[src/hdl/nasu_pkg.sv]
// Purpose: shared types and constants of the nibble ALU and skip unit
// Assumes: 4-bit data path, 10-bit program memory words
// Notes: register port offsets are byte addresses of 32-bit words
`default_nettype none

package nasu_pkg;

    localparam int DATA_W = 4;
    localparam int ROM_W = 10;
    localparam int EXT_W = 3;
    localparam int PAGE_W = 5;
    localparam int INPAGE_W = 7;
    localparam int REG_AW = 4;
    localparam int REG_DW = 32;

    // Register port map
    localparam logic [3:0] CTRL_OFFSET = 4'h0;
    localparam logic [3:0] STATUS_OFFSET = 4'h4;
    localparam logic [3:0] SETUP_OFFSET = 4'h8;
    localparam int CTRL_UPPER_TABLE_FETCH_FLAG_BIT = 0;
    localparam logic CTRL_UPPER_TABLE_FETCH_FLAG_RESET = 1'h0;

    // Status word field positions
    localparam int STAT_ACC_LSB = 0;
    localparam int STAT_B_LSB = 4;
    localparam int STAT_EXT_LSB = 8;
    localparam int STAT_CARRY_BIT = 12;
    localparam int STAT_SKIP_BIT = 13;
    localparam int STAT_BUSY_BIT = 14;
    localparam int STAT_CHAIN_BIT = 15;

    // Setup word: preset of accumulator, B and extension register
    localparam int SETUP_ACC_LSB = 0;
    localparam int SETUP_B_LSB = 4;
    localparam int SETUP_EXT_LSB = 8;

    // Table pattern fields
    localparam int ROM_A_LSB = 0;
    localparam int ROM_B_LSB = 4;
    localparam int ROM_EXT_LSB = 8;

    localparam logic [3:0] ACC_RESET = 4'h0;
    localparam logic [3:0] B_RESET = 4'h0;
    localparam logic [2:0] EXT_RESET = 3'h0;
    localparam logic CARRY_RESET = 1'h0;

    typedef enum logic [4:0] {
        NASU_NOP,
        NASU_LOAD_ACC_IMMEDIATE,
        NASU_TABLE_LOOKUP,
        NASU_ADD_MEMORY,
        NASU_ADD_MEMORY_CARRY,
        NASU_ADD_IMMEDIATE,
        NASU_AND_MEMORY,
        NASU_OR_MEMORY,
        NASU_SET_CARRY,
        NASU_CLEAR_CARRY,
        NASU_SKIP_CARRY_ZERO,
        NASU_COMPLEMENT_ACC,
        NASU_ROTATE_RIGHT_CARRY,
        NASU_MEMORY_BIT_SET,
        NASU_MEMORY_BIT_CLEAR,
        NASU_MEMORY_BIT_TEST,
        NASU_COMPARE_MEMORY,
        NASU_COMPARE_IMMEDIATE
    } nasu_op_t;

    typedef enum logic [0:0] {
        NASU_IDLE,
        NASU_TABLE_WAIT
    } nasu_phase_t;

    typedef struct packed {
        logic valid;
        nasu_op_t op;
        logic [DATA_W-1:0] imm;
        logic [PAGE_W-1:0] page;
    } nasu_issue_t;

    typedef struct packed {
        logic we;
        logic [DATA_W-1:0] wdata;
    } nasu_mem_wr_t;

    typedef struct packed {
        logic req;
        logic [PAGE_W-1:0] page;
        logic [INPAGE_W-1:0] addr;
    } nasu_rom_req_t;

    typedef struct packed {
        logic [REG_AW-1:0] addr;
        logic [REG_DW-1:0] wdata;
        logic we;
        logic re;
    } nasu_reg_req_t;

endpackage

`default_nettype wire

[src/hdl/nasu_core.sv]
// Purpose: execution datapath and skip decision of a 4-bit controller core
// Assumes: one instruction issued per cycle while not busy; memory nibble
//   at the data pointer and table pattern arrive synchronous to clk_i
// Notes: the table pattern is sampled one cycle after the table request
//
// Functional notes
// RQ1: Immediate load; consecutive loads after first skipped
// RQ2: Table pattern high nibble to B, low to accumulator
// RQ3: Table address is extension bits then accumulator
// RQ4: Upper fetch copies bits 9,8; clears extension bit2
// RQ5: Table lookup occupies one return stack level
// RQ6: Memory add into accumulator, carry untouched
// RQ7: Memory plus carry add, carry takes carry-out
// RQ8: Immediate add, carry untouched, skip without overflow
// RQ9: Accumulator becomes accumulator AND memory nibble
// RQ10: Accumulator becomes accumulator OR memory nibble
// RQ11: Set or clear carry, nothing else changes
// RQ12: Skip next instruction when carry is zero
// RQ13: Accumulator becomes its bitwise inverse
// RQ14: Rotate carry and accumulator right by one
// RQ15: Set or clear selected bit of memory nibble
// RQ16: Skip when selected memory bit is zero
// RQ17: Skip when accumulator equals memory nibble
// RQ18: Skip when accumulator equals immediate value
// RQ19: Skipped instruction changes no state at all; here it clears the skip flag and sets load_chain only if it is a load
// RQ20: Four-bit values, wrap at sixteen, overflow is carry
`default_nettype none

module nasu_core #(
    parameter int DATA_W = nasu_pkg::DATA_W,
    parameter int ROM_W = nasu_pkg::ROM_W
) (
    input wire logic clk_i,
    input wire logic resetn_i,
    input wire nasu_pkg::nasu_issue_t issue_i,
    output logic busy_o,
    input wire logic [DATA_W-1:0] mem_rdata_i,
    output nasu_pkg::nasu_mem_wr_t mem_wr_o,
    output nasu_pkg::nasu_rom_req_t rom_req_o,
    input wire logic [ROM_W-1:0] rom_data_i,
    output logic stack_use_o,
    output logic skip_o,
    output logic [DATA_W-1:0] acc_o,
    output logic [DATA_W-1:0] b_reg_o,
    output logic [nasu_pkg::EXT_W-1:0] ext_reg_o,
    output logic carry_o,
    input wire nasu_pkg::nasu_reg_req_t reg_req_i,
    output logic [nasu_pkg::REG_DW-1:0] reg_rdata_o
);

    typedef struct packed {
        nasu_pkg::nasu_phase_t phase;
        logic [DATA_W-1:0] acc;
        logic [DATA_W-1:0] b_reg;
        logic [nasu_pkg::EXT_W-1:0] ext;
        logic carry;
        logic skip;
        logic load_chain;
        logic upper_table_fetch_flag;
        nasu_pkg::nasu_mem_wr_t mem_wr;
        nasu_pkg::nasu_rom_req_t rom_req;
        logic stack_use;
        logic [nasu_pkg::REG_DW-1:0] rdata;
    } nasu_state_t;

    localparam nasu_state_t STATE_RESET = '{
        phase: nasu_pkg::NASU_IDLE,
        acc: nasu_pkg::ACC_RESET,
        b_reg: nasu_pkg::B_RESET,
        ext: nasu_pkg::EXT_RESET,
        carry: nasu_pkg::CARRY_RESET,
        skip: 1'h0,
        load_chain: 1'h0,
        upper_table_fetch_flag: nasu_pkg::CTRL_UPPER_TABLE_FETCH_FLAG_RESET,
        mem_wr: '0,
        rom_req: '0,
        stack_use: 1'h0,
        rdata: '0
    };

    // Sum of two nibbles and a carry-in; bit 4 is the overflow
    function automatic logic [DATA_W:0] nibble_add(
        input logic [DATA_W-1:0] a,
        input logic [DATA_W-1:0] b,
        input logic cin
    );
        nibble_add = {1'b0, a} + {1'b0, b} + {{DATA_W{1'b0}}, cin};
    endfunction

    // One-hot mask of the bit picked by the 2-bit immediate field
    function automatic logic [DATA_W-1:0] bit_mask(
        input logic [1:0] sel
    );
        bit_mask = DATA_W'(1) << sel;
    endfunction

    logic [1:0] rst_sync;
    logic rst_n;
    nasu_state_t state;
    nasu_state_t next_state;
    logic take;
    logic [DATA_W:0] sum;

    // Release of reset is synchronised; assertion stays asynchronous
    always_ff @(posedge clk_i or negedge resetn_i) begin
        if (!resetn_i) begin
            rst_sync <= 2'h0;
        end else begin
            rst_sync <= {rst_sync[0], 1'b1};
        end
    end
    assign rst_n = rst_sync[1];

    // New instructions wait while a table pattern is outstanding
    assign take = issue_i.valid && (state.phase == nasu_pkg::NASU_IDLE);

    always_comb begin
        next_state = state;
        next_state.mem_wr.we = 1'b0;
        next_state.rom_req.req = 1'b0;
        sum = '0;

        unique case (state.phase)
            nasu_pkg::NASU_IDLE: begin
                if (take) begin
                    if (state.skip) begin
                        // Fetched but dropped; chain only tracks loads
                        next_state.skip = 1'b0; // RQ19
                        next_state.load_chain =
                            (issue_i.op == nasu_pkg::NASU_LOAD_ACC_IMMEDIATE);
                    end else begin
                        next_state.skip = 1'b0;
                        next_state.load_chain = 1'b0;
                        unique case (issue_i.op)
                            nasu_pkg::NASU_NOP: begin
                            end
                            nasu_pkg::NASU_LOAD_ACC_IMMEDIATE: begin
                                next_state.load_chain = 1'b1; // RQ1
                                if (!state.load_chain) begin
                                    next_state.acc = issue_i.imm; // RQ1
                                end
                            end
                            nasu_pkg::NASU_TABLE_LOOKUP: begin
                                next_state.phase = nasu_pkg::NASU_TABLE_WAIT;
                                next_state.rom_req.req = 1'b1;
                                next_state.rom_req.page = issue_i.page;
                                next_state.rom_req.addr =
                                    {state.ext, state.acc}; // RQ3
                                next_state.stack_use = 1'b1; // RQ5
                            end
                            nasu_pkg::NASU_ADD_MEMORY: begin
                                sum = nibble_add(state.acc, mem_rdata_i,
                                    1'b0);
                                next_state.acc = sum[DATA_W-1:0]; // RQ6
                            end
                            nasu_pkg::NASU_ADD_MEMORY_CARRY: begin
                                sum = nibble_add(state.acc, mem_rdata_i,
                                    state.carry);
                                next_state.acc = sum[DATA_W-1:0]; // RQ7
                                next_state.carry = sum[DATA_W]; // RQ20
                            end
                            nasu_pkg::NASU_ADD_IMMEDIATE: begin
                                sum = nibble_add(state.acc, issue_i.imm,
                                    1'b0);
                                next_state.acc = sum[DATA_W-1:0];
                                next_state.skip = !sum[DATA_W]; // RQ8
                            end
                            nasu_pkg::NASU_AND_MEMORY: begin
                                next_state.acc =
                                    state.acc & mem_rdata_i; // RQ9
                            end
                            nasu_pkg::NASU_OR_MEMORY: begin
                                next_state.acc =
                                    state.acc | mem_rdata_i; // RQ10
                            end
                            nasu_pkg::NASU_SET_CARRY: begin
                                next_state.carry = 1'b1; // RQ11
                            end
                            nasu_pkg::NASU_CLEAR_CARRY: begin
                                next_state.carry = 1'b0; // RQ11
                            end
                            nasu_pkg::NASU_SKIP_CARRY_ZERO: begin
                                next_state.skip = !state.carry; // RQ12
                            end
                            nasu_pkg::NASU_COMPLEMENT_ACC: begin
                                next_state.acc = ~state.acc; // RQ13
                            end
                            nasu_pkg::NASU_ROTATE_RIGHT_CARRY: begin
                                next_state.acc =
                                    {state.carry,
                                    state.acc[DATA_W-1:1]}; // RQ14
                                next_state.carry = state.acc[0]; // RQ14
                            end
                            nasu_pkg::NASU_MEMORY_BIT_SET: begin
                                next_state.mem_wr.we = 1'b1;
                                next_state.mem_wr.wdata = mem_rdata_i |
                                    bit_mask(issue_i.imm[1:0]); // RQ15
                            end
                            nasu_pkg::NASU_MEMORY_BIT_CLEAR: begin
                                next_state.mem_wr.we = 1'b1;
                                next_state.mem_wr.wdata = mem_rdata_i &
                                    ~bit_mask(issue_i.imm[1:0]); // RQ15
                            end
                            nasu_pkg::NASU_MEMORY_BIT_TEST: begin
                                next_state.skip = (mem_rdata_i &
                                    bit_mask(issue_i.imm[1:0])) ==
                                    '0; // RQ16
                            end
                            nasu_pkg::NASU_COMPARE_MEMORY: begin
                                next_state.skip =
                                    (state.acc == mem_rdata_i); // RQ17
                            end
                            nasu_pkg::NASU_COMPARE_IMMEDIATE: begin
                                next_state.skip =
                                    (state.acc == issue_i.imm); // RQ18
                            end
                            default: begin
                            end
                        endcase
                    end
                end
            end
            nasu_pkg::NASU_TABLE_WAIT: begin
                // Pattern is valid in the cycle after the request
                next_state.phase = nasu_pkg::NASU_IDLE;
                next_state.stack_use = 1'b0; // RQ5
                next_state.b_reg =
                    rom_data_i[nasu_pkg::ROM_B_LSB +: DATA_W]; // RQ2
                next_state.acc =
                    rom_data_i[nasu_pkg::ROM_A_LSB +: DATA_W]; // RQ2
                if (state.upper_table_fetch_flag) begin
                    next_state.ext = {1'b0,
                        rom_data_i[nasu_pkg::ROM_EXT_LSB +: 2]}; // RQ4
                end
            end
        endcase

        // Register port; setup preset loses to an instruction result
        next_state.rdata = '0;
        if (reg_req_i.re) begin
            unique case (reg_req_i.addr)
                nasu_pkg::CTRL_OFFSET: begin
                    next_state.rdata[nasu_pkg::CTRL_UPPER_TABLE_FETCH_FLAG_BIT] =
                        state.upper_table_fetch_flag;
                end
                nasu_pkg::STATUS_OFFSET: begin
                    next_state.rdata[nasu_pkg::STAT_ACC_LSB +: DATA_W] =
                        state.acc;
                    next_state.rdata[nasu_pkg::STAT_B_LSB +: DATA_W] =
                        state.b_reg;
                    next_state.rdata[nasu_pkg::STAT_EXT_LSB +:
                        nasu_pkg::EXT_W] = state.ext;
                    next_state.rdata[nasu_pkg::STAT_CARRY_BIT] = state.carry;
                    next_state.rdata[nasu_pkg::STAT_SKIP_BIT] = state.skip;
                    next_state.rdata[nasu_pkg::STAT_BUSY_BIT] =
                        (state.phase != nasu_pkg::NASU_IDLE);
                    next_state.rdata[nasu_pkg::STAT_CHAIN_BIT] =
                        state.load_chain;
                end
                default: begin
                end
            endcase
        end
        if (reg_req_i.we) begin
            if (reg_req_i.addr == nasu_pkg::CTRL_OFFSET) begin
                next_state.upper_table_fetch_flag =
                    reg_req_i.wdata[nasu_pkg::CTRL_UPPER_TABLE_FETCH_FLAG_BIT];
            end
            if (reg_req_i.addr == nasu_pkg::SETUP_OFFSET && !take &&
                state.phase == nasu_pkg::NASU_IDLE) begin
                next_state.acc =
                    reg_req_i.wdata[nasu_pkg::SETUP_ACC_LSB +: DATA_W];
                next_state.b_reg =
                    reg_req_i.wdata[nasu_pkg::SETUP_B_LSB +: DATA_W];
                next_state.ext = reg_req_i.wdata[nasu_pkg::SETUP_EXT_LSB +:
                    nasu_pkg::EXT_W];
            end
        end
    end

    always_ff @(posedge clk_i or negedge rst_n) begin
        if (!rst_n) begin
            state <= STATE_RESET;
        end else begin
            state <= next_state;
        end
    end

    assign busy_o = (state.phase != nasu_pkg::NASU_IDLE);
    assign mem_wr_o = state.mem_wr;
    assign rom_req_o = state.rom_req;
    assign stack_use_o = state.stack_use;
    assign skip_o = state.skip;
    assign acc_o = state.acc;
    assign b_reg_o = state.b_reg;
    assign ext_reg_o = state.ext;
    assign carry_o = state.carry;
    assign reg_rdata_o = state.rdata;

endmodule

`default_nettype wire

[config.mk]
export PLATFORM = sky130hd
export DESIGN_NAME = nasu_core
export DESIGN_NICKNAME = d
export VERILOG_FILES = /design/src/hdl/nasu_pkg.sv /design/src/hdl/nasu_core.sv
export SDC_FILE = /design/constraint.sdc
export NUM_CORES = 1
export LEC_CHECK = 0
export ABC_AREA = 1
export BUFFER_PORTS_ARGS = -buffer_cell sky130_fd_sc_hd__buf_4
export CAP_MARGIN = 20
export CORE_UTILIZATION = 50
export CTS_BUF_LIST = sky130_fd_sc_hd__clkbuf_16
export DETAILED_ROUTE_END_ITERATION = 8
export MAX_ROUTING_LAYER = met4
export PLACE_DENSITY = 0.79
export SYNTH_ARGS = -nofsm -noshare
export SYNTH_HDL_FRONTEND = slang
export SYNTH_SLANG_ARGS = --single-unit
[constraint.sdc]
create_clock -name clk_i -period 1.9 [get_ports clk_i]
set_input_delay 0.285 -clock clk_i [delete_from_list [all_inputs] [get_ports clk_i]]
set_output_delay 0.285 -clock clk_i [all_outputs]
set_load 0.005 [all_outputs]
Yosys cells after proc, flatten, opt, wreduce, memory -nomap -nowiden
Index checks and enable logic that the tools add are counted.
- output and inout bits: 65
- flip-flop bits (word level): 52
- bitwise operators: 9
- reduce and logical (&&, ||, !) cells: 16
- equality and inequality tests: 24
- add/sub/neg operators: 3
- shift-type cells: 1
- mux-type cells: 25
- operator list (operator ; number):
    5-bit by 4-bit equality test with 1-bit output (second input constant) ; 8
    19-bit 2-to-1 mux ; 2
    11-bit 2-to-1 mux ; 3
    4-bit one-hot mux with 8 select lines ; 1
    5-bit by 3-bit equality test with 1-bit output (second input constant) ; 4
    5-bit one-hot mux with 2 select lines ; 2
    18-bit 2-to-1 mux ; 1
    14-bit 2-to-1 mux ; 1
    4-bit bitwise AND ; 3
    4-bit 2-to-1 mux ; 3
    4-bit AND reduction ; 3
    4-bit by 4-bit adder with 5-bit output ; 2
    5-bit by 2-bit equality test with 1-bit output (second input constant) ; 2
    5-bit equality test (second input constant) ; 2
    10-bit 2-to-1 mux ; 1
    5-bit 2-to-1 mux ; 2
    4-bit equality test ; 2
    4-bit zero test ; 2
    4-bit inverter ; 2
    4-bit bitwise OR ; 2
    7-bit 2-to-1 mux ; 1
    5-bit by 1-bit adder with 5-bit output ; 1
    5-bit by 1-bit equality test with 1-bit output (second input constant) ; 1
    1-bit one-hot mux with 5 select lines ; 1
    17 further kinds ; 26

Depth between registers and ports, before layout
Gate-level depths: netlist of run 1.
- depth after elaboration: 8
- depth in mapped cells: 12
- mapped depth without buffers: 12

Least setup slack after synthesis of run 1
No wires, ideal clock.
- path type: reg-to-reg
- start: register state (netlist bit acc_o[0])
- end: register state (netlist bit carry_o)
- data arrival time: 1834 ps
- clock period less this slack: 1899 ps
- path slack: 1 ps
- setup time: 65 ps
- stages on the path, launching flop included: 11
- path buffers: 0
- cell sequence: dfrtp_1 > ha_1 > fa_1 > ha_1 > nand2_1 > nor2_1 > xnor2_1 > nand2_1 > nand2_1 > nand2_1 > nand2_1
- longest elaborated chain between the ends: 3
- ends and longest elaborated chain (element ; line ; RTL):
    start: declaration ; nasu_core.sv:99 ; nasu_state_t state;
    start signal: assignment ; nasu_core.sv:285 ; state <= next_state;
    4-bit by 4-bit adder with 5-bit output ; nasu_core.sv:87 ; nibble_add = {1'b0, a} + {1'b0, b} + {{DATA_W{1'b0}}, cin};
    5-bit by 1-bit adder with 5-bit output ; nasu_core.sv:87 ;
    1-bit one-hot mux with 4 select lines * ; nasu_core.sv:134 ; unique case (issue_i.op)
Mark *: on every way between the ends. The rest lies on a longest branch, timed or not.
A chain may end at the register's enable or synchronous reset.

==> results.md, run 1 <==
- After synthesis the cells add up to 3506 um2.
- The tree built by TritonCTS fans out to 51 sinks.
- Entering global routing, the biggest net connects 28 pins.
- The number of antenna violations at the first check in global routing came to 0.
- The placeable core region is 6794 um2.
- The synthesized design contains 51 register bits.
- The headroom to the max-slew limit is 62.46%.
- The flow ran to the end, but the final reports show violations.
- Across the VDD grid, the largest voltage drop is 0.0006616 V.
- At the worst endpoint, the required time is 2120 ps.
- The number of cells after detailed placement is 643.
- For met1 alone, demand over resource in global routing was 33.88%.
- The number of clock buffers added by TritonCTS is 5.
- STA classifies the critical path startpoint as a flip-flop.
- The clock period minus final worst setup slack is 1940 ps.
- Global routing used 4.524% of the available met3 tracks.
- The initial core utilization is 51.60%.
- The via count of the first global-routing pass came to 2,992.
- The average detailed-routed wire length per instance is 14.37 um.
- The filler cells instantiated in the layout total 618.
- The total iterations of the first detailed-routing run is 4.
- Counting flops with an async set or reset pin after synthesis yields a share of 100.0%.
- The layer with the highest usage after global routing is met2.
- Setup repair after global routing could not meet its margin everywhere.
- The global-route wire length before repair is 14,550 um.
- The aggregate global-route resource usage is 26.46%.
- sky130_fd_sc_hd__dfrtp_1 takes more of the synthesized area than any other cell.
- The clock tree synthesis step divided the H-tree into 2 levels.
- The filler-free cell count of the finished design is 652.
- Clock-pin slew was measured on the worst setup and hold paths at 70 ps.
- The signal arrival time at the worst endpoint is 2160 ps.
- Across the run, the number of max-cap violations was 0.
- The cell at the root of the clock tree is sky130_fd_sc_hd__clkbuf_16.
- Clock latency on the worst-skew pair, taken at its later pin, is 290 ps.
- After detailed routing, the total wire length is 9370 um.
- The antenna diode count is 0.
- For this run, design rule violations remaining after detail routing come to 0.
- The share of the yosys chip area belonging to registers is 36.40%.
- After synthesis, the largest area contributor takes up 36.40% of total cell area.
- After synthesis, the mean cell area works out to 7.289 um2.
- Derived from the worst setup path, the maximum achievable clock frequency is 0.5154 GHz.
- Prior to clock tree synthesis, the placed netlist has a worst setup slack of -65.34 ps.
- The distinct cell type count after synthesis is 35.
- The congestion estimate from routability-driven global placement came to 0.8989.
- The die area is 7350 um2.
- Detailed placement ended at an HPWL of 7469 um.
- The number of enable flip-flop cells after synthesis is 0.
- For the final routed database, the setup TNS stands at -40.92 ps.
- The total power density per cell area is 853.5 nW/um2.
- The final critical path takes up 102.1% of the cycle.
- During placement, the flow inserted port buffers numbering 95.
- In this run the remaining antenna-violating nets after routing total 0.
- The final reports fail on negative setup slack.
- After detailed routing, the number of vias per cell comes to 4.991.
- The max-slew violation count is 0.
- 134 I/O pins were placed.
- The gate count of the mapped netlist is 481.
- The total overflow left after global routing is 0.
- During synthesis, Yosys emitted a total of 0 warnings.
- In this run, the number of DRC markers left after iteration 0 of detailed routing was 173.
- The die is 85.74 um tall.
- At the pin with the least slew margin, the transition time is 563.0 ps.
- The proportion of layout cells with a drive suffix above 1 is 29.50%.
- The CTS tree is done.
- The clock passes through at most 2 buffers.
- The worst hold path belongs to the class input pin to flip-flop.
- The final worst clock skew is 6.602 ps.
- The final count of negative-setup-slack endpoints is 3.
- Global routing used 42.62% of the available met2 tracks.
- In this run the static leakage power is 2.362 nW.
- Compared with the post-synthesis result, the final layout area differs by 25.09%.
- The floorplan step set the die width to 85.74 um.
- STA classifies the critical path endpoint as a flip-flop.
- By area the synthesized netlist is led by sky130_fd_sc_hd__dfrtp_1, sky130_fd_sc_hd__nand2_1, sky130_fd_sc_hd__buf_4, sky130_fd_sc_hd__nor2_1, sky130_fd_sc_hd__ha_1.
- The routed via count is 3,254.
- Of all nets on the critical path, the largest fanout is 2.
- The final-stage net count is 640.
- The total setup buffers inserted after CTS is 0.
- After floorplanning, the core was divided into 30 placement rows.
- The critical path class is flip-flop to flip-flop.
- The most used flip-flop cell after synthesis is sky130_fd_sc_hd__dfrtp_1.
- Across all setup checks in the final design, the least slack found is -40.38 ps.
- The hold violation total from the final report is 0.
## stage by stage
step                      utilization, %  power, W  instance area, um2  hold slack [ps]
after floorplan                        -  0.002209                3566           -10.59
after global placement             60.41  0.002636                4104            67.01
after detailed placement           60.41  0.002671                4104            67.91
after CTS                          63.09  0.003613                4287            187.2
after global routing               64.55  0.003957                4385            188.9
final                              64.55  0.003743                4385            187.0
## worst paths after layout
check	slack [ps]	depth (start not counted)	endpoint	start
hold reg to reg	260	0	b_reg_o[2]$_DFF_PN0_	rst_sync[1]$_DFF_PN0_
min in group asynchronous	260	0	b_reg_o[2]$_DFF_PN0_	rst_sync[1]$_DFF_PN0_
hold / removal	190	3	rom_req_o[8]$_DFFE_PN0P_	issue_i[1]
setup reg to reg	-40	9	acc_o[2]$_DFF_PN0_	acc_o[0]$_DFF_PN0_
max in group asynchronous	1100	1	skip_o$_DFFE_PN0P_	rst_sync[1]$_DFF_PN0_
setup / recovery	-40	9	acc_o[2]$_DFF_PN0_	acc_o[0]$_DFF_PN0_
## report_power, final
group	switching, W	leakage [nW]	internal (W)	total, W
logic	0.000723	1.63	0.000703	0.00143
clock network	0.000416	0.0759	0.000502	0.000918
registers	0.000144	0.652	0.00126	0.00140
## critical path, cell delays in order (launching register included)
cell                      delay [ps]
sky130_fd_sc_hd__dfrtp_1         440
sky130_fd_sc_hd__ha_4            200
sky130_fd_sc_hd__fa_2            570
sky130_fd_sc_hd__ha_4            180
sky130_fd_sc_hd__nor2_4           50
sky130_fd_sc_hd__nor2_2           80
sky130_fd_sc_hd__nand2_1          70
sky130_fd_sc_hd__nand3_1          80
sky130_fd_sc_hd__nand2_1          90
sky130_fd_sc_hd__a21oi_2         130
## flip-flops by register name, summed over array words and instances (netlist names)
register / flops
reg_rdata_o: 15
rom_req_o: 12
mem_wr_o: 5
acc_o: 4
b_reg_o: 4
ext_reg_o: 3
rst_sync: 2
state: 2
busy_o: 1
carry_o: 1
skip_o: 1
stack_use_o: 1
## cells in the final DEF (no fill, tap or decap), types with 2 or more instances in the layout
master / count
sky130_fd_sc_hd__inv_1: 41
sky130_fd_sc_hd__nand4_1: 7
sky130_fd_sc_hd__a21oi_1: 13
sky130_fd_sc_hd__a21oi_2: 3
sky130_fd_sc_hd__dfrtp_1: 50
sky130_fd_sc_hd__nor2_4: 4
sky130_fd_sc_hd__nand3b_1: 2
sky130_fd_sc_hd__o22ai_1: 3
sky130_fd_sc_hd__ha_1: 10
sky130_fd_sc_hd__nand2_1: 126
sky130_fd_sc_hd__o21ai_0: 26
sky130_fd_sc_hd__ha_4: 3
sky130_fd_sc_hd__a31oi_1: 8
sky130_fd_sc_hd__inv_2: 6
sky130_fd_sc_hd__o21ai_1: 2
sky130_fd_sc_hd__clkinv_4: 2
sky130_fd_sc_hd__fa_2: 2
sky130_fd_sc_hd__clkbuf_16: 5
sky130_fd_sc_hd__o211ai_1: 3
sky130_fd_sc_hd__nand3_1: 25
sky130_fd_sc_hd__conb_1: 18
sky130_fd_sc_hd__nor2_1: 48
sky130_fd_sc_hd__nor3_1: 2
sky130_fd_sc_hd__buf_4: 118
sky130_fd_sc_hd__nand2_2: 4
sky130_fd_sc_hd__nor2_2: 7
## final cells by class
type,count,area (um2),share of cell area (%)
clock buffer,5,125.1,2.853
clock inverter,3,28.78,0.6562
multi-input combinational,328,1727,39.37
timing repair buffer,121,927.1,21.14
tap,96,120.1,2.739
inverter,48,180.2,4.108
sequential,51,1277,29.13
## logic make-up (layout without fill, tap and decap cells)
group                    Yosys count  after routing  share of synthesized area (%)
flip-flops                        51             51                          36.40
XOR/XNOR                           2              2                         0.4997
multiplexers                       1              1                         0.3212
other                              2             18                         0.2142
AND/OR/NAND/NOR                  229            229                          27.37
adder cells (fa/ha/maj)           16             16                          6.139
AO/OA/AOI/OAI                     62             62                          9.743
buffers and inverters            118            177                          19.31
## repair_timing
item / in CTS / in global routing
gates resized for setup: 4 / 24
endpoints found under the setup margin: 4 / 5
pin swaps: 0 / 5
hold buffers: 1 / 0
hold endpoints to repair: 2 / 0
## cells in the mapped netlist (3+ instances only)
master and number:
sky130_fd_sc_hd__nand2_1 130, sky130_fd_sc_hd__buf_4 61, sky130_fd_sc_hd__dfrtp_1 51, sky130_fd_sc_hd__nor2_1 51
sky130_fd_sc_hd__inv_1 42, sky130_fd_sc_hd__o21ai_0 27, sky130_fd_sc_hd__nand3_1 25, sky130_fd_sc_hd__a21oi_1 16
sky130_fd_sc_hd__ha_1 14, sky130_fd_sc_hd__a31oi_1 8, sky130_fd_sc_hd__nand4_1 7, sky130_fd_sc_hd__nor2_2 6
sky130_fd_sc_hd__inv_2 5, sky130_fd_sc_hd__buf_2 4, sky130_fd_sc_hd__clkbuf_1 4, sky130_fd_sc_hd__o22ai_1 4
sky130_fd_sc_hd__o211ai_1 3
## layer usage
metal	share of wire (%)	routed length [um]
met5	0	0
met4	2.3	216
met3	4.7	436
met2	49	4604
met1	44	4113
(Power assumes the default switching activity.)
==> inputs of run 2 (changes only) <==
clock period = 2.1 ns   (was 1.9 ns; I/O delays follow)
==> run 2 against run 1 <==
  * The flow now finishes without violations
  * Register-to-register slack better by 160 ps
  * Via count is 2.3% lower
  * Clock skew is 2.3 ps higher
  * First-iteration DRC count is 26% higher
  * Combinational power is 24% lower
  * Cell count is 1.5% lower
  * Worst hold slack worse by 29 ps
  * Sequential share of layout area is 1.2 points higher
  * Largest cell class unchanged
  * Largest power group is now sequential cells
==> results.md, run 2 (synthesis results as in run 1) <==
- The final worst clock skew is 8.920 ps (was 6.602 ps).
- The placeable core region is 6794 um2 (unchanged).
- The hold violation total from the final report was 0 (unchanged).
- The post-detailed-route count of antenna-violating nets was 0 (unchanged).
- The die extent in x was 85.74 um (unchanged).
- Result of the run: completed (was complete, but fails checks).
- The number of port buffers is 95 (unchanged).
- The total iterations of the first detailed-routing run is 5 (was 4).
- The antenna diode count is 0 (unchanged).
- The path category of the worst min-delay check is flip-flop to async pin (was input pin to flip-flop).
- The maximum resistive drop on vdd came to 0.0003853 V (was 0.0006616 V).
- The total wire length is 9072 um (was 9370 um).
- The CTS tree is done (unchanged).
- The number of remaining DRC errors is 0 (unchanged).
- The total of max-cap violations is 0 (unchanged).
- The number of DRC markers after the initial detailed-route iteration is 218 (was 173).
- The last weighted congestion value of the routability-driven placer came to 0.9905 (was 0.8989).
- The number of antenna violations at the first check in global routing was 0 (unchanged).
- The post-place setup slack is 67.58 ps (was -65.34 ps).
- The most common cell after layout, fill and taps aside is sky130_fd_sc_hd__nand2_1 (unchanged).
- The aggregate global-route resource usage is 26.21% (was 26.46%).
- The die area came to 7350 um2 (unchanged).
- The clock transition at the registers of the reported paths is 70 ps (about the same).
- The critical path required time is 2330 ps (was 2120 ps).
- RSZ-0062 raised after global routing: no (was yes).
- The cell with the largest stage delay on the worst path is sky130_fd_sc_hd__fa_2 (unchanged).
- The total global routing overflow was 0 (unchanged).
- The later-pin clock latency in the skew report is 290 ps (about the same).
- The clock period minus final worst setup slack is 1978 ps (was 1940 ps).
- The average detailed-routed wire length per instance was 14.13 um (was 14.37 um).
- The maximum number of pins on one net before global-route repair is 21 (was 28).
- The total CTS buffers came to 5 (unchanged).
- The total setup buffers inserted after CTS was 0 (unchanged).
- The leakage power summed over all cells is 2.297 nW (was 2.362 nW).
- The cell at the root of the clock tree was sky130_fd_sc_hd__clkbuf_16 (unchanged).
- Commonest non-fill, non-tap cells in the layout: sky130_fd_sc_hd__nand2_1, sky130_fd_sc_hd__buf_4, sky130_fd_sc_hd__nor2_1, sky130_fd_sc_hd__dfrtp_1, sky130_fd_sc_hd__inv_1 (was sky130_fd_sc_hd__nand2_1, sky130_fd_sc_hd__buf_4, sky130_fd_sc_hd__dfrtp_1, sky130_fd_sc_hd__nor2_1, sky130_fd_sc_hd__inv_1).
- CP Cell Sequence: ha_2 > fa_2 > ha_1 > nand2_1 > nor2_2 > xnor2_1 > nand2_1 > nand2_1 > nand2_1 > nand2_1 (was ha_4 > fa_2 > ha_4 > nor2_4 > nor2_2 > nand2_1 > nand3_1 > nand2_1 > a21oi_2).
- The critical path endpoint category is a flip-flop (unchanged).
- The cell depth of the worst flop-to-flop path came to 10 (was 9).
- The number of cells after detailed placement was 633 (was 643).
- The via count of the first global-routing pass came to 3,006 (was 2,992).
- The largest stage delay on the critical path is 540 ps (was 570 ps).
- The final-stage net count is 630 (was 640).
- The most numerous cell on the critical path is sky130_fd_sc_hd__nand2_1.
- The number of filler cells placed in the layout is 622 (was 618).
- The ratio of final minimum period to clock period is 94.21% (was 102.1%).
- The worst setup slack after layout is 121.6 ps (was -40.38 ps).
- The number of rows created at floorplan came to 30 (unchanged).
- The maximum clock path buffer count is 2 (unchanged).
- The top-level port count is 134 (unchanged).
- The register-to-register setup slack came to 120 ps (was -40 ps).
- The final count of negative-setup-slack endpoints is 0 (was 3).
- The TritonCTS sink count was 51 (unchanged).
- The relative area change from synthesis to final layout was 20.06% (was 25.09%).
- The category of cells accounting for the largest share of critical-path delay is adder cells (unchanged).
- The kind of start point of the critical path is a flip-flop (unchanged).
- The maximum achievable frequency came to 0.5055 GHz (was 0.5154 GHz).
- The maximum fanout encountered on the critical timing path is 5 (was 2).
- The die boundary height is 85.74 um (unchanged).
- The flip-flop count of the largest register, all copies and words added is 15 (unchanged).
- The global-route wire length before repair is 14,560 um (was 14,550 um).
- The max-slew violation count is 0 (unchanged).
- The filler-free cell count of the finished design is 642 (was 652).
- The setup total negative slack is 0 ps (was -40.92 ps).
- The critical path class is flip-flop to flip-flop (unchanged).
- The total power density per cell area is 781.7 nW/um2 (was 853.5 nW/um2).
- The signal arrival time at the worst endpoint is 2210 ps (was 2160 ps).
- The number of vias per cell after detailed routing is 4.950 (was 4.991).
- The routed via count was 3,178 (was 3,254).
- The end of the worst register-to-register path was carry_o$_DFFE_PN0P_ (was acc_o[2]$_DFF_PN0_).
- The placed wire-length estimate after detailed placement is 7305 um (was 7469 um).
- The proportion of layout cells with a drive suffix above 1 is 25.27% (was 29.50%).
- The number of buffer and inverter instances along the worst setup path is 0 (unchanged).
- The H-tree level count is 2 (unchanged).
- The initial core utilization came to 51.60% (unchanged).
- The startpoint of the worst register-to-register path is acc_o[0]$_DFF_PN0_ (unchanged).
[run 2: changes by cell type in the layout (fill, tap and decap cells not counted), moves of 2 or more]
cell                       change
sky130_fd_sc_hd__clkinv_4      -2
sky130_fd_sc_hd__buf_4         -8
sky130_fd_sc_hd__a21oi_2       -3
sky130_fd_sc_hd__nand2_1       +4
sky130_fd_sc_hd__a21oi_1       +3
sky130_fd_sc_hd__nand2_2       -3
sky130_fd_sc_hd__nor2_4        -2
sky130_fd_sc_hd__nor2_1        +2
sky130_fd_sc_hd__ha_1          +3
sky130_fd_sc_hd__ha_4          -3
[run 2: stage by stage]
step	area, um2	total power [W]	hold WS (ps)	util [%]
5_1_grt	4209	0.003493	189.2	61.95
2_1_floorplan	3566	0.001998	19.41	-
3_5_place_dp	4016	0.002360	98.89	59.12
6_report	4209	0.003290	158.2	61.95
4_1_cts	4194	0.003282	167.9	61.73
3_3_place_gp	4016	0.002327	100.1	59.12
[run 2: layout make-up]
| cell class | count | area (um2) | area share, % |
|---|---|---|---|
| Multi-Input combinational cell | 328 | 1628 | 38.67 |
| Sequential cell | 51 | 1277 | 30.35 |
| Timing Repair Buffer | 111 | 835.8 | 19.86 |
| Inverter | 48 | 180.2 | 4.281 |
| Clock buffer | 5 | 125.1 | 2.973 |
| Tap cell | 96 | 120.1 | 2.854 |
| Clock inverter | 3 | 42.54 | 1.011 |
[run 2: worst max-delay path by stage]
| stage | slack (ps) | end | from | cells after the start |
|---|---|---|---|---|
| after detailed placement | 70 | carry_o$_DFFE_PN0P_ | mem_rdata_i[0] | 11 |
| after CTS | 60 | carry_o$_DFFE_PN0P_ | acc_o[0]$_DFF_PN0_ | 10 |
| after global routing | 9 | carry_o$_DFFE_PN0P_ | acc_o[0]$_DFF_PN0_ | 10 |
| after floorplan | 200 | carry_o$_DFFE_PN0P_ | acc_o[0]$_DFF_PN0_ | 10 |
| after global placement | 110 | carry_o$_DFFE_PN0P_ | mem_rdata_i[0] | 11 |
| final | 120 | carry_o$_DFFE_PN0P_ | acc_o[0]$_DFF_PN0_ | 10 |
[run 2: power by group]
part	internal [W]	total, W	switching [W]
clock	0.000563	0.000924	0.000362
combinational	0.000536	0.00109	0.000555
sequential	0.00114	0.00127	0.000139
[run 2: per-layer routing]
metal  global-route usage [%]  up-vias  wire length (um)
li1                         -     1578                 -
met4                    8.182        0               175
met5                        -        -                 0
met1                    33.68     1460              3818
met3                    3.465       23               531
met2                    43.20      117              4547
[run 2: repair_timing]
item	CTS	global route
hold buffers	1	0
gates resized for setup	0	4
setup endpoints to repair	0	3
endpoints found under the hold margin	2	0
==> inputs of run 3 (changes only) <==
CORE_UTILIZATION = 45   (was 50)
GPL_TIMING_DRIVEN = 0   (was unset)
PLACE_DENSITY = 0.75   (was 0.79)
clock period = 1.7 ns   (was 2.1 ns; I/O delays follow)
==> run 3 against run 2 <==
  * The run now ends with negative setup slack left
  * Global-route usage fell by 0.27 points
  * Non-clock buffer count increased by 68
  * Total power increased by 37%
  * Sequential power up 26%
  * Worst setup slack lost 390 ps
  * Critical endpoint unchanged
  * Routed wire length increased by 12%
==> results.md, run 3 (synthesis results as in run 1) <==
- The number of vias per cell after detailed routing is 4.801 (was 4.950).
- The final-stage net count came to 698 (was 630).
- Commonest non-fill, non-tap cells in the layout: sky130_fd_sc_hd__buf_4, sky130_fd_sc_hd__nand2_1, sky130_fd_sc_hd__nor2_1, sky130_fd_sc_hd__dfrtp_1, sky130_fd_sc_hd__inv_1 (was sky130_fd_sc_hd__nand2_1, sky130_fd_sc_hd__buf_4, sky130_fd_sc_hd__nor2_1, sky130_fd_sc_hd__dfrtp_1, sky130_fd_sc_hd__inv_1).
- The initial core utilization is 47.32% (was 51.60%).
- The ratio of final minimum period to clock period is 115.7% (was 94.21%).
- The number of remaining DRC errors was 0 (unchanged).
- The top-level port count is 134 (unchanged).
- The flip-flop count of the largest register, all copies and words added came to 15 (unchanged).
- The startpoint of the worst register-to-register path is acc_o[0]$_DFF_PN0_ (unchanged).
- The later-pin clock latency in the skew report is 290 ps (about the same).
- The number of DRC markers after the initial detailed-route iteration is 218 (unchanged).
- The instance count on the critical path is 10 (unchanged).
- The routed via count is 3,423 (was 3,178).
- The clock period minus final worst setup slack is 1967 ps (was 1978 ps).
- The TritonCTS sink count came to 51 (unchanged).
- The total global routing overflow is 0 (unchanged).
- The endpoint of the worst setup timing path is carry_o$_DFFE_PN0P_ (unchanged).
- The via count of the first global-routing pass came to 3,272 (was 3,006).
- The maximum achievable frequency came to 0.5084 GHz (was 0.5055 GHz).
- The number of rows created at floorplan is 31 (was 30).
- The smallest hold slack was 160.0 ps (was 158.2 ps).
- Result of the run: complete, but fails checks (was completed).
- The number of filler cells placed in the layout is 657 (was 622).
- The cell depth of the worst flop-to-flop path is 10 (unchanged).
- The register-to-register setup slack is -270 ps (was 120 ps).
- The die extent in x is 90.27 um (was 85.74 um).
- The critical path required time was 1930 ps (was 2330 ps).
- The total CTS buffers is 5 (unchanged).
- The global-route wire length before repair is 16,260 um (was 14,560 um).
- The post-detailed-route count of antenna-violating nets came to 0 (unchanged).
- The footprint of the multi-input gates is 1717 um2 (was 1628 um2).
- The first element of the critical path is acc_o[0]$_DFF_PN0_ (unchanged).
- CP Cell Sequence: ha_4 > fa_2 > ha_4 > nand2_2 > nor2_2 > xnor2_1 > nand2_1 > nand2_1 > nand2_1 > nand2_1 (was ha_2 > fa_2 > ha_1 > nand2_1 > nor2_2 > xnor2_1 > nand2_1 > nand2_1 > nand2_1 > nand2_1).
- The aggregate global-route resource usage is 25.95% (was 26.21%).
- The post-route core utilization is 65.36% (was 61.95%).
- The proportion of layout cells with a drive suffix above 1 came to 37.46% (was 25.27%).
- The filler-free cell count of the finished design is 713 (was 642).
- The kind of start point of the critical path is a flip-flop (unchanged).
- The average detailed-routed wire length per instance is 14.19 um (was 14.13 um).
- The number of antenna violations at the first check in global routing came to 0 (unchanged).
- The die boundary height is 90.27 um (was 85.74 um).
- The maximum fanout encountered on the critical timing path came to 4 (was 5).
- The category of cells accounting for the largest share of critical-path delay is adder cells (unchanged).
- The CTS tree was done (unchanged).
- The end of the worst register-to-register path is carry_o$_DFFE_PN0P_ (unchanged).
- The die area was 8148 um2 (was 7350 um2).
- The antenna diode count came to 0 (unchanged).
- The cell at the root of the clock tree is sky130_fd_sc_hd__clkbuf_16 (unchanged).
- The placeable core region is 7408 um2 (was 6794 um2).
- The footprint of the flip-flops and latches was 1282 um2 (was 1277 um2).
- The clock transition at the registers of the reported paths was 70 ps (about the same).
- The relative area change from synthesis to final layout was 38.12% (was 20.06%).
- The number of cells after detailed placement is 691 (was 633).
- The final reports fail on negative setup slack.
- The number of port buffers came to 94 (was 95).
- The path category of the worst min-delay check is input pin to flip-flop (was flip-flop to async pin).
- The total wire length is 10,120 um (was 9072 um).
- The final worst clock skew was 10.19 ps (was 8.920 ps).
- The maximum number of pins on one net before global-route repair is 33 (was 21).
- The number of buffer and inverter instances along the worst setup path is 0 (unchanged).
- The total of max-cap violations is 0 (unchanged).
- The total iterations of the first detailed-routing run was 5 (unchanged).
- The worst setup slack after layout is -266.9 ps (was 121.6 ps).
- The maximum clock path buffer count is 2 (unchanged).
- The final instance area is 4842 um2 (was 4209 um2).
- The hold violation total from the final report is 0 (unchanged).
- The largest stage delay on the critical path is 570 ps (was 540 ps).
- RSZ-0062 raised after global routing: yes (was no).
- The last weighted congestion value of the routability-driven placer is 0.9684 (was 0.9905).
- The placed wire-length estimate after detailed placement is 7760 um (was 7305 um).
- The critical path class is flip-flop to flip-flop (unchanged).
- The setup total negative slack is -1181 ps (was 0 ps).
- The leakage power summed over all cells is 2.654 nW (was 2.297 nW).
- The cell with the largest stage delay on the worst path was sky130_fd_sc_hd__fa_2 (unchanged).
- The placed standard-cell area came to 4427 um2 (was 4016 um2).
- The most common cell after layout, fill and taps aside was sky130_fd_sc_hd__buf_4 (was sky130_fd_sc_hd__nand2_1).
- The total power density per cell area came to 930.1 nW/um2 (was 781.7 nW/um2).
- The final count of negative-setup-slack endpoints came to 5 (was 0).
- The maximum resistive drop on vdd was 0.0004398 V (was 0.0003853 V).
- The critical path endpoint category is a flip-flop (unchanged).
- The most numerous cell on the critical path is sky130_fd_sc_hd__nand2_1 (unchanged).
- The H-tree level count was 2 (unchanged).
- The max-slew violation count is 0 (unchanged).
- The signal arrival time at the worst endpoint is 2200 ps (was 2210 ps).
## run 3: worst min path at each step
stage,start,to,cells past startpoint
5_1_grt,issue_i[0],rom_req_o[7]$_DFFE_PN0P_,3
6_report,issue_i[3],rom_req_o[10]$_DFFE_PN0P_,3
4_1_cts,issue_i[3],rom_req_o[10]$_DFFE_PN0P_,3
3_3_place_gp,resetn_i,rst_sync[1]$_DFF_PN0_,1
2_1_floorplan,resetn_i,rst_sync[0]$_DFF_PN0_,0
3_5_place_dp,resetn_i,rst_sync[0]$_DFF_PN0_,1
## run 3: what timing repair did
action,CTS,global route
buffers inserted,5,8
endpoints found under the setup margin,30,25
gates resized for setup,19,25
pin swaps,13,12
hold buffers,1,0
endpoints found under the hold margin,2,0
## run 3: power breakdown
part	total (W)	internal (W)	leakage (nW)	switching (W)
clock	0.00114	0.000695	0.0818	0.000442
combinational	0.00177	0.000980	1.92	0.000787
sequential	0.00160	0.00141	0.648	0.000191
total	0.00450	0.00308	2.65	0.00142
## run 3: cell type report
type / instances / share of cell area [%]
Multi-Input combinational cell: 328 / 35.45
Buffer: 70 / 10.47
Clock inverter: 3 / 0.8786
Timing Repair Buffer: 109 / 17.73
Clock buffer: 5 / 2.584
Inverter: 48 / 3.850
Tap cell: 99 / 2.558
Sequential cell: 51 / 26.49
## run 3: per-layer routing
| layer | global-route usage [%] | part of all wire (%) | vias up |
|---|---|---|---|
| met3 | 2.694 | 4.4 | 9 |
| met2 | 41.73 | 49 | 111 |
| met4 | 6.183 | 1.0 | 0 |
| met5 | - | 0 | - |
| li1 | - | - | 1724 |
| met1 | 35.38 | 46 | 1579 |
## run 3: worst min-delay path, stage by stage
cell                      delay [ps]
sky130_fd_sc_hd__buf_4            70
sky130_fd_sc_hd__nand2_1          40
sky130_fd_sc_hd__nand2_1          40
## run 3: stage by stage
| stage | worst slack, ps | power, W |
|---|---|---|
| after global routing | -368.3 | 0.004777 |
| after global placement | -493.4 | 0.003074 |
| after detailed placement | -501.9 | 0.003111 |
| final | -266.9 | 0.004504 |
| after floorplan | -147.6 | 0.002478 |
| after CTS | -299.1 | 0.004360 |
